**config.mk**
```make
export PLATFORM = sky130hd
export DESIGN_NAME = fco_regs
export DESIGN_NICKNAME = d
export VERILOG_FILES = /design/src/hdl/fco_pkg.sv /design/src/hdl/fco_option_load.sv /design/src/hdl/fco_byte_mem.sv /design/src/hdl/fco_regs.sv
export VERILOG_INCLUDE_DIRS = /design/src /design/src/hdl
export SDC_FILE = /design/constraint.sdc
export NUM_CORES = 1
export LEC_CHECK = 0
export BUFFER_PORTS_ARGS = -buffer_cell sky130_fd_sc_hd__buf_2
export CAP_MARGIN = 30
export CORE_MARGIN = 8
export CORE_UTILIZATION = 45
export DETAILED_ROUTE_END_ITERATION = 10
export PLACE_DENSITY = 0.75
export SYNTH_ARGS = -nofsm -noshare
export SYNTH_HDL_FRONTEND = slang
export SYNTH_SLANG_ARGS = --single-unit
```
**constraint.sdc**
```tcl
create_clock -name mclk -period 2.7 [get_ports mclk]
set_input_delay 0 -clock mclk [delete_from_list [all_inputs] [get_ports mclk]]
set_output_delay 0 -clock mclk [all_outputs]
set_load 0.005 [all_outputs]
```
**src/hdl/fco_defines.svh**
```systemverilog
// Purpose: Offsets, field positions and reset values of the command object block.
// Assumes: APB with 32-bit data; one register per aligned word.
// Notes:   Register indices are word numbers; byte address is four times the index.
`ifndef FCO_DEFINES_SVH
`define FCO_DEFINES_SVH

// Width of the APB address.
`define FCO_AW            12

// Register indices (byte address = index * 4).
`define FCO_IDX_STATUS    6'h00
`define FCO_IDX_OPTION    6'h03
`define FCO_IDX_CMDOBJ0   6'h04
`define FCO_IDX_CMDOBJB   6'h0f
`define FCO_IDX_INTST     6'h10
`define FCO_IDX_INTMSK    6'h11

// Number of command object bytes and their width.
`define FCO_CMDOBJ_COUNT  12
`define FCO_BYTE_W        8

// Field positions.
`define FCO_POS_CMD_DONE  7
`define FCO_POS_EV_DONE   0
`define FCO_POS_EV_LOCK   1
`define FCO_EV_W          2

// Reset values.
`define FCO_RST_OPTION    8'h00
`define FCO_RST_BYTE      8'h00
`define FCO_RST_EV        2'h0

`endif

```
**src/hdl/fco_pkg.sv**
```systemverilog
// Purpose: Types shared by the command object block.
// Assumes: fco_defines.svh supplies the widths.
// Notes:   Nothing here is imported; users write fco_pkg::name.
`include "fco_defines.svh"
package fco_pkg;

    typedef struct packed {
        logic                psel;
        logic                penable;
        logic                pwrite;
        logic [`FCO_AW-1:0]  paddr;
        logic [31:0]         pwdata;
    } fco_apb_req_t;

    typedef struct packed {
        logic                   en;
        logic [3:0]             idx;
        logic [`FCO_BYTE_W-1:0] data;
    } fco_eng_wr_t;

    typedef enum logic [1:0] {
        FCO_LOAD,
        FCO_IDLE,
        FCO_BUSY
    } fco_state_t;

endpackage : fco_pkg

```
**src/hdl/fco_option_load.sv**
```systemverilog
// Purpose: Captures the nonvolatile option byte once after reset.
// Assumes: The load path presents the byte with a valid strobe on mclk.
// Notes:   There is no write path at all, so software cannot alter it.
`timescale 1ns/1ps
`include "fco_defines.svh"
module fco_option_load (
    // Clock and reset
    input  wire logic                   mclk,
    input  wire logic                   srst,
    // Load path from nonvolatile storage
    input  wire logic [`FCO_BYTE_W-1:0] nvOptionByte,
    input  wire logic                   nvOptionValid,
    // Captured option value
    output logic      [`FCO_BYTE_W-1:0] optionValue,
    output logic                        optionLoaded
);

    // The first valid byte after reset wins; later strobes are ignored.
    always_ff @(posedge mclk) begin
        if (srst) begin
            optionValue  <= `FCO_RST_OPTION;
            optionLoaded <= 1'b0;
        end else if (!optionLoaded && nvOptionValid) begin
            optionValue  <= nvOptionByte;
            optionLoaded <= 1'b1;
        end
    end
endmodule : fco_option_load

```
**src/hdl/fco_byte_mem.sv**
```systemverilog
// Purpose: Storage for the command object bytes with a registered read port.
// Assumes: One write per cycle; the caller arbitrates writers.
// Notes:   Every byte is also presented flat so the engine sees all of them.
`timescale 1ns/1ps
`include "fco_defines.svh"
module fco_byte_mem #(
    parameter int DEPTH = `FCO_CMDOBJ_COUNT
) (
    // Clock and reset
    input  wire logic                         mclk,
    input  wire logic                         srst,
    // Write port
    input  wire logic                         wrEn,
    input  wire logic [3:0]                   wrIdx,
    input  wire logic [`FCO_BYTE_W-1:0]       wrData,
    // Read port
    input  wire logic                         rdEn,
    input  wire logic [3:0]                   rdIdx,
    output logic      [`FCO_BYTE_W-1:0]       rdData,
    // All bytes, byte 0 in the low lane
    output logic      [DEPTH*`FCO_BYTE_W-1:0] flat
);

    genvar i;
    generate
        for (i = 0; i < DEPTH; i++) begin : g_byte
            always_ff @(posedge mclk) begin
                if (srst) begin
                    flat[i*`FCO_BYTE_W +: `FCO_BYTE_W] <= `FCO_RST_BYTE;
                end else if (wrEn && wrIdx == 4'(i)) begin
                    flat[i*`FCO_BYTE_W +: `FCO_BYTE_W] <= wrData;
                end
            end
        end
    endgenerate

    always_ff @(posedge mclk) begin
        if (srst) begin
            rdData <= `FCO_RST_BYTE;
        end else if (rdEn) begin
            rdData <= (32'(rdIdx) < DEPTH) ? flat[rdIdx*`FCO_BYTE_W +: `FCO_BYTE_W]
                                           : `FCO_RST_BYTE;
        end
    end

endmodule : fco_byte_mem

```
**src/hdl/fco_regs.sv**
```systemverilog
// Purpose: Command staging registers and option register of a flash controller.
// Assumes: APB slave on mclk; engine and option load path share mclk.
// Notes:   Every APB access takes one wait state; reads of locked bytes give zero.
//
// Our own choice: register access over APB.
`timescale 1ns/1ps
`include "fco_defines.svh"
module fco_regs #(
    parameter int NBYTES = `FCO_CMDOBJ_COUNT
) (
    // Clock and reset
    input  wire logic                          mclk,
    input  wire logic                          srst,
    // APB slave
    input  wire fco_pkg::fco_apb_req_t         apbReq,
    output logic      [31:0]                   prdata,
    output logic                               pready,
    output logic                               pslverr,
    // Nonvolatile option byte load path
    input  wire logic [`FCO_BYTE_W-1:0]        nvOptionByte,
    input  wire logic                          nvOptionValid,
    // Command execution engine
    output logic                               cmdStart,
    output logic      [NBYTES*`FCO_BYTE_W-1:0] cmdBytes,
    input  wire fco_pkg::fco_eng_wr_t          engResult,
    input  wire logic                          engDone,
    // Interrupt
    output logic                               irq
);

    ////////////////////////////////////////////////////////////////////////////
    // Address decode.

    fco_pkg::fco_state_t          state;
    logic                         cmdDone;
    logic [5:0]                   wordIdx;
    logic [5:0]                   objOff;
    logic [3:0]                   objIdx;
    logic                         upperZero;
    logic                         isStat;
    logic                         isOption;
    logic                         isObj;
    logic                         isIntSt;
    logic                         isIntMk;
    logic                         mapped;
    logic                         setupPh;
    logic                         accessPh;
    logic                         commit;
    logic                         launchWr;

    assign wordIdx   = apbReq.paddr[7:2];
    assign upperZero = (apbReq.paddr[`FCO_AW-1:8] == '0);
    assign objOff    = wordIdx - `FCO_IDX_CMDOBJ0;
    assign objIdx    = objOff[3:0];

    assign isStat  = upperZero && (wordIdx == `FCO_IDX_STATUS);
    assign isOption = upperZero && (wordIdx == `FCO_IDX_OPTION);
    assign isObj   = upperZero && (wordIdx >= `FCO_IDX_CMDOBJ0)
                   && (wordIdx <= `FCO_IDX_CMDOBJB);
    assign isIntSt = upperZero && (wordIdx == `FCO_IDX_INTST);
    assign isIntMk = upperZero && (wordIdx == `FCO_IDX_INTMSK);
    assign mapped  = isStat || isOption || isObj || isIntSt || isIntMk;

    assign setupPh  = apbReq.psel && !apbReq.penable;
    assign accessPh = apbReq.psel && apbReq.penable;
    // A write lands only at the edge where the master sees pready high.
    assign commit   = accessPh && pready && apbReq.pwrite;

    // The done flag is the idle state itself, so it cannot disagree with it.
    assign cmdDone  = (state == fco_pkg::FCO_IDLE);
    assign launchWr = commit && isStat && apbReq.pwdata[`FCO_POS_CMD_DONE]
                    && cmdDone;

    ////////////////////////////////////////////////////////////////////////////
    // Option register.

    logic [`FCO_BYTE_W-1:0] optionValue;
    logic                   optionLoaded;

    // No write path leads here; writes to its index are accepted and dropped.
    fco_option_load u_option (
        .mclk          (mclk),
        .srst          (srst),
        .nvOptionByte  (nvOptionByte),
        .nvOptionValid (nvOptionValid),
        .optionValue   (optionValue),
        .optionLoaded  (optionLoaded)
    );

    ////////////////////////////////////////////////////////////////////////////
    // Command sequencing.

    // The block stays locked until the option load finishes, so no command
    // can start against a half-initialised controller.
    always_ff @(posedge mclk) begin
        if (srst) begin
            state <= fco_pkg::FCO_LOAD;
        end else begin
            unique case (state)
                fco_pkg::FCO_LOAD: begin
                    if (optionLoaded) begin
                        state <= fco_pkg::FCO_IDLE;
                    end
                end
                fco_pkg::FCO_IDLE: begin
                    if (launchWr) begin
                        state <= fco_pkg::FCO_BUSY;
                    end
                end
                fco_pkg::FCO_BUSY: begin
                    if (engDone) begin
                        state <= fco_pkg::FCO_IDLE;
                    end
                end
                default: begin
                    state <= fco_pkg::FCO_LOAD;
                end
            endcase
        end
    end

    always_ff @(posedge mclk) begin
        if (srst) begin
            cmdStart <= 1'b0;
        end else begin
            cmdStart <= launchWr;
        end
    end

    ////////////////////////////////////////////////////////////////////////////
    // Command object storage.

    logic                   engWr;
    logic                   swObjWr;
    logic                   memWrEn;
    logic [3:0]             memWrIdx;
    logic [`FCO_BYTE_W-1:0] memWrData;
    logic [`FCO_BYTE_W-1:0] memRdData;

    // Engine and software writers never overlap: one needs busy, one idle.
    assign engWr     = (state == fco_pkg::FCO_BUSY) && engResult.en;
    assign swObjWr   = commit && isObj && cmdDone;
    assign memWrEn   = engWr || swObjWr;
    assign memWrIdx  = engWr ? engResult.idx  : objIdx;
    assign memWrData = engWr ? engResult.data : apbReq.pwdata[`FCO_BYTE_W-1:0];

    fco_byte_mem #(
        .DEPTH (NBYTES)
    ) u_mem (
        .mclk   (mclk),
        .srst   (srst),
        .wrEn   (memWrEn),
        .wrIdx  (memWrIdx),
        .wrData (memWrData),
        .rdEn   (setupPh && isObj),
        .rdIdx  (objIdx),
        .rdData (memRdData),
        .flat   (cmdBytes)
    );

    ////////////////////////////////////////////////////////////////////////////
    // Interrupt status and mask.

    logic [`FCO_EV_W-1:0] intStatus;
    logic [`FCO_EV_W-1:0] intMask;
    logic [`FCO_EV_W-1:0] events;
    logic [`FCO_EV_W-1:0] clearBits;
    logic [`FCO_EV_W-1:0] next_intStatus;
    logic [`FCO_EV_W-1:0] next_intMask;

    always_comb begin
        events = '0;
        events[`FCO_POS_EV_DONE] = (state == fco_pkg::FCO_BUSY) && engDone;
        // Flags software that a locked byte write was thrown away.
        events[`FCO_POS_EV_LOCK] = commit && isObj && !cmdDone;
        clearBits = (commit && isIntSt) ? apbReq.pwdata[`FCO_EV_W-1:0] : '0;
        // A new event outranks a clear in the same cycle.
        next_intStatus = (intStatus & ~clearBits) | events;
        // The interrupt follows the mask being written, so it never lags it.
        next_intMask = (commit && isIntMk) ? apbReq.pwdata[`FCO_EV_W-1:0] : intMask;
    end

    always_ff @(posedge mclk) begin
        if (srst) begin
            intStatus <= `FCO_RST_EV;
        end else begin
            intStatus <= next_intStatus;
        end
    end

    always_ff @(posedge mclk) begin
        if (srst) begin
            intMask <= `FCO_RST_EV;
        end else if (commit && isIntMk) begin
            intMask <= apbReq.pwdata[`FCO_EV_W-1:0];
        end
    end

    always_ff @(posedge mclk) begin
        if (srst) begin
            irq <= 1'b0;
        end else begin
            irq <= |(next_intStatus & next_intMask);
        end
    end

    ////////////////////////////////////////////////////////////////////////////
    // Read data and APB answer.

    logic [31:0] rdMux;

    always_comb begin
        rdMux = '0;
        if (isStat) begin
            rdMux[`FCO_POS_CMD_DONE] = cmdDone;
        end else if (isOption) begin
            rdMux[`FCO_BYTE_W-1:0] = optionValue;
        end else if (isObj && cmdDone) begin
            // Mid-command contents are partial, so they read as zero.
            rdMux[`FCO_BYTE_W-1:0] = memRdData;
        end else if (isIntSt) begin
            rdMux[`FCO_EV_W-1:0] = intStatus;
        end else if (isIntMk) begin
            rdMux[`FCO_EV_W-1:0] = intMask;
        end
    end

    // One wait state: the stored byte is fetched at setup and lands here.
    always_ff @(posedge mclk) begin
        if (srst) begin
            pready  <= 1'b0;
            pslverr <= 1'b0;
            prdata  <= '0;
        end else if (accessPh && !pready) begin
            pready  <= 1'b1;
            pslverr <= !mapped;
            prdata  <= apbReq.pwrite ? 32'h0 : rdMux;
        end else begin
            pready  <= 1'b0;
            pslverr <= 1'b0;
        end
    end
endmodule : fco_regs

```
==> results.yml <==
status:
  status: "finished clean"
worst_setup_path:
  reg2reg_to: "u_mem.flat[15]$_SDFFE_PP0P_"
  endpoint_kind: "register"
  cp-start-kind: "register"
  rrSetupSlack_ns: 0.18
  crit_arrival_ns: 2.84
  r2r_start: "state[0]$_SDFFE_PP0P_"
  rr_worst_depth: 5
  critPathKind: "register to register"
  worstPathRequired_ns: 3.01
  cp_max_fo: 11
power:
  ir_drop_mv: 0.431
  p_sw_w: 0.00108
  combPwrFrac_pct: 7.1
  power-per-cell-area_nw_per_um2: 583
  internal_power_w: 0.00344
  power_frac_seq_pct: 43.2
  clkPwrFrac_pct: 49.7
  p_leak_nw: 3.37
  switching_share_pct: 23.8
clock_network:
  clkSlewWorstSetupHoldPaths_ns: 0.06
  cts.sinks: 131
  htreeDepth: 4
  clk_latency_ns: 0.43
  cts_setup_buffers: 0
  clock_path_buffers: 2
  cts_tree: "yes"
  cts-root-buf: "clkbuf_16"
  cts_buffers: 17
route:
  wl_met3_mm: 1.87
  met2_length_mm: 9.59
  firstDrtPassIters: 5
  postRouteAntennaNets: 0
  viasPerCell: 5.75
  top_layer: "met5"
  wl_met1_mm: 7.79
  wl_mm: 19.9
  vias: 5527
  dr.first_iter.drc_count: 400
  drc: 0
  wire_per_inst_um: 20.7
hold_path:
  hold-path-endpoint: "intStatus[0]$_SDFF_PP0_"
  min_path_type: "input pin to register"
  hp-start: "apbReq[38]"
  hold_depth: 4
cells_and_area:
  regArea_um2: 2620
  syn2layout_area_growth_pct: 26.8
  most-common-layout-cells: "153 x buf_2, 131 x dfxtp_1, 60 x a22o_1"
  fill_cells: 1120
  nets: 846
  multi_input_area_um2: 3230
  stdcell_count: 962
  drive_gt1_share_pct: 30.6
  final_common_cell: "buf_2"
synthesis:
  synth_top_family_by_area: "compound AO/OA/AOI/OAI gates"
  synth_cells: 603
  synth-compound-area-share_pct: 19.7
  synthSimpleGateAreaFrac_pct: 14.1
  ys_seq_area_share_pct: 42.9
  synth_seq_cells: 131
  synth_mux_area_share_pct: 16.9
  synth_edf_count: 0
  synth-xor-area-share_pct: 0
  avgSynthCellArea_um2: 10.1
  ys.flop_type: "dfxtp_1"
  yosysUniqueCellTypes: 54
  synthArstFlopShare_pct: 0
  synthAdderAreaFrac_pct: 0.614
  yosys_warnings: 0
  synthesis.area_um2: 6120
global_routing:
  grt_pass1_wl_mm: 30.8
  grt_usage_pct: 22.1
  grt_pass1_vias: 5730
  antenna_found_initial: 3
  overflow: 0
  grt_max_degree: 41
placed_design:
  place_inst: 912
  io_buffer_count: 153
  post-dp-hpwl_mm: 14.5
  place.gp.congestion: 0.866
timing:
  slew_headroom_pct: 41.6
  worst_pin_slew_ns: 0.874
  fin_tns_setup_ns: 0
  clock_skew_ns: 0.00818
  rsz0062_at_grt: "no"
  period_share_pct: 93.5
  finalSetupViolCount: 0
  whs_ns: 0.0248
  hold_violations: 0
  fmax_mhz: 396
  min_period_ns: 2.52
  maxSlewViolCount: 0
run:
  maxCapViolations: 0
floorplanning:
  ios: 204
  start_util_pct: 46.2
  die_area_um2: 17600
  dieWidth_um: 133
  rows: 42
  core_um2: 13200
  die_y_um: 133
worst max path at each step:
stage,start,end,slack [ns],cells after the start
finish,state[0]$_SDFFE_PP0P_,u_mem.flat[15]$_SDFFE_PP0P_,0.18,5
global route,state[0]$_SDFFE_PP0P_,u_mem.flat[71]$_SDFFE_PP0P_,0.004,5
CTS,state[0]$_SDFFE_PP0P_,u_mem.flat[15]$_SDFFE_PP0P_,0.11,5
detailed placement,apbReq[37],u_mem.flat[15]$_SDFFE_PP0P_,-0.04,8
global placement,apbReq[37],u_mem.flat[15]$_SDFFE_PP0P_,0.11,8
floorplan,state[0]$_SDFFE_PP0P_,u_mem.flat[0]$_SDFFE_PP0P_,0.58,6
Yosys cell counts, types with 2 or more instances:
| cell type | count | share of area [%] |
|---|---|---|
| mux2i_1 | 48 | 7.9 |
| a22oi_1 | 14 | 1.7 |
| a21o_1 | 10 | 1.2 |
| buf_1 | 6 | 0.37 |
| and4_1 | 2 | 0.29 |
| inv_1 | 8 | 0.49 |
| or2_0 | 2 | 0.20 |
| buf_2 | 7 | 0.57 |
| a2111oi_0 | 2 | 0.29 |
| o21ai_0 | 38 | 3.1 |
| a2bb2o_1 | 2 | 0.33 |
| dfxtp_1 | 131 | 43 |
| nand2_1 | 27 | 1.7 |
| a31oi_1 | 4 | 0.41 |
| nor3_1 | 4 | 0.33 |
| nor2b_1 | 12 | 1.2 |
| a21oi_1 | 10 | 0.82 |
| nor4_1 | 2 | 0.20 |
| or4_1 | 2 | 0.25 |
| nor3b_1 | 4 | 0.49 |
| clkbuf_1 | 23 | 1.4 |
| a22o_1 | 60 | 8.6 |
| ha_1 | 3 | 0.61 |
| or3b_1 | 2 | 0.29 |
| a32oi_1 | 3 | 0.43 |
| nor2_4 | 2 | 0.37 |
| or3_1 | 2 | 0.20 |
| nand2b_1 | 30 | 3.1 |
| buf_4 | 24 | 2.9 |
| nor2_1 | 55 | 3.4 |
| a31o_2 | 3 | 0.43 |
| nand3_1 | 14 | 1.1 |
| mux4_2 | 24 | 8.8 |
| a21oi_2 | 3 | 0.43 |
layer usage:
metal	vias to the layer above	track usage (%)
met5	-	0
met4	2	9.65
met3	47	7.57
met2	317	36.9
met1	2638	25.1
li1	2523	-
sequential cells by signal (all words and copies together) (netlist names):
signal / cells
pready: 1
pslverr: 1
u_mem.rdData: 8
irq: 1
cmdStart: 1
u_option.optionValue: 8
u_option.optionLoaded: 1
prdata: 8
intMask: 2
state: 2
u_mem.flat: 96
intStatus: 2
power by group through the flow:
stage / Combinational, W / Clock, W / Sequential [W]
after floorplan: 0.000210 / 0 / 0.00199
after global placement: 0.000286 / 0 / 0.00199
after detailed placement: 0.000296 / 0 / 0.00200
after CTS: 0.000315 / 0.00226 / 0.00195
after global routing: 0.000345 / 0.00236 / 0.00195
final: 0.000320 / 0.00225 / 0.00195
timing repair:
action	4_1_cts	5_1_grt
gates resized for setup	1	1
hold buffers	16	0
setup endpoints to repair	1	24
hold endpoints to repair	20	0
critical path, stage by stage, from the launching register on:
cell       delay, ns
dfxtp_1         0.43
or3b_1          0.41
a2111oi_2       0.47
o211a_1         0.43
a21oi_1         0.34
a22o_1          0.32
layout make-up:
type / instances / area share (%)
Antenna cell: 2 / 0.0645
Multi-Input combinational cell: 427 / 41.7
Tap cell: 176 / 2.84
Inverter: 8 / 0.387
Timing Repair Buffer: 186 / 13.7
Clock inverter: 13 / 1.73
Clock buffer: 19 / 5.71
Sequential cell: 131 / 33.8
metrics by stage:
step | setup WS (ns) | cell area (um^2) | utilization (%) | total power, W
5_1_grt | 0.00390 | 7750 | 58.6 | 0.00466
6_report | 0.175 | 7750 | 58.6 | 0.00452
3_3_place_gp | 0.106 | 6990 | 52.7 | 0.00228
4_1_cts | 0.114 | 7740 | 58.5 | 0.00453
3_5_place_dp | -0.0375 | 7010 | 52.9 | 0.00229
2_1_floorplan | 0.583 | 6200 | - | 0.00220
cells by family after synthesis:
logic type      Yosys count
mux                      73
flops                   131
buf+inv                  68
other cells               1
simple gates            168
compound gates          159
fa+ha+maj                 3
Power figures use the tool's default switching activity.
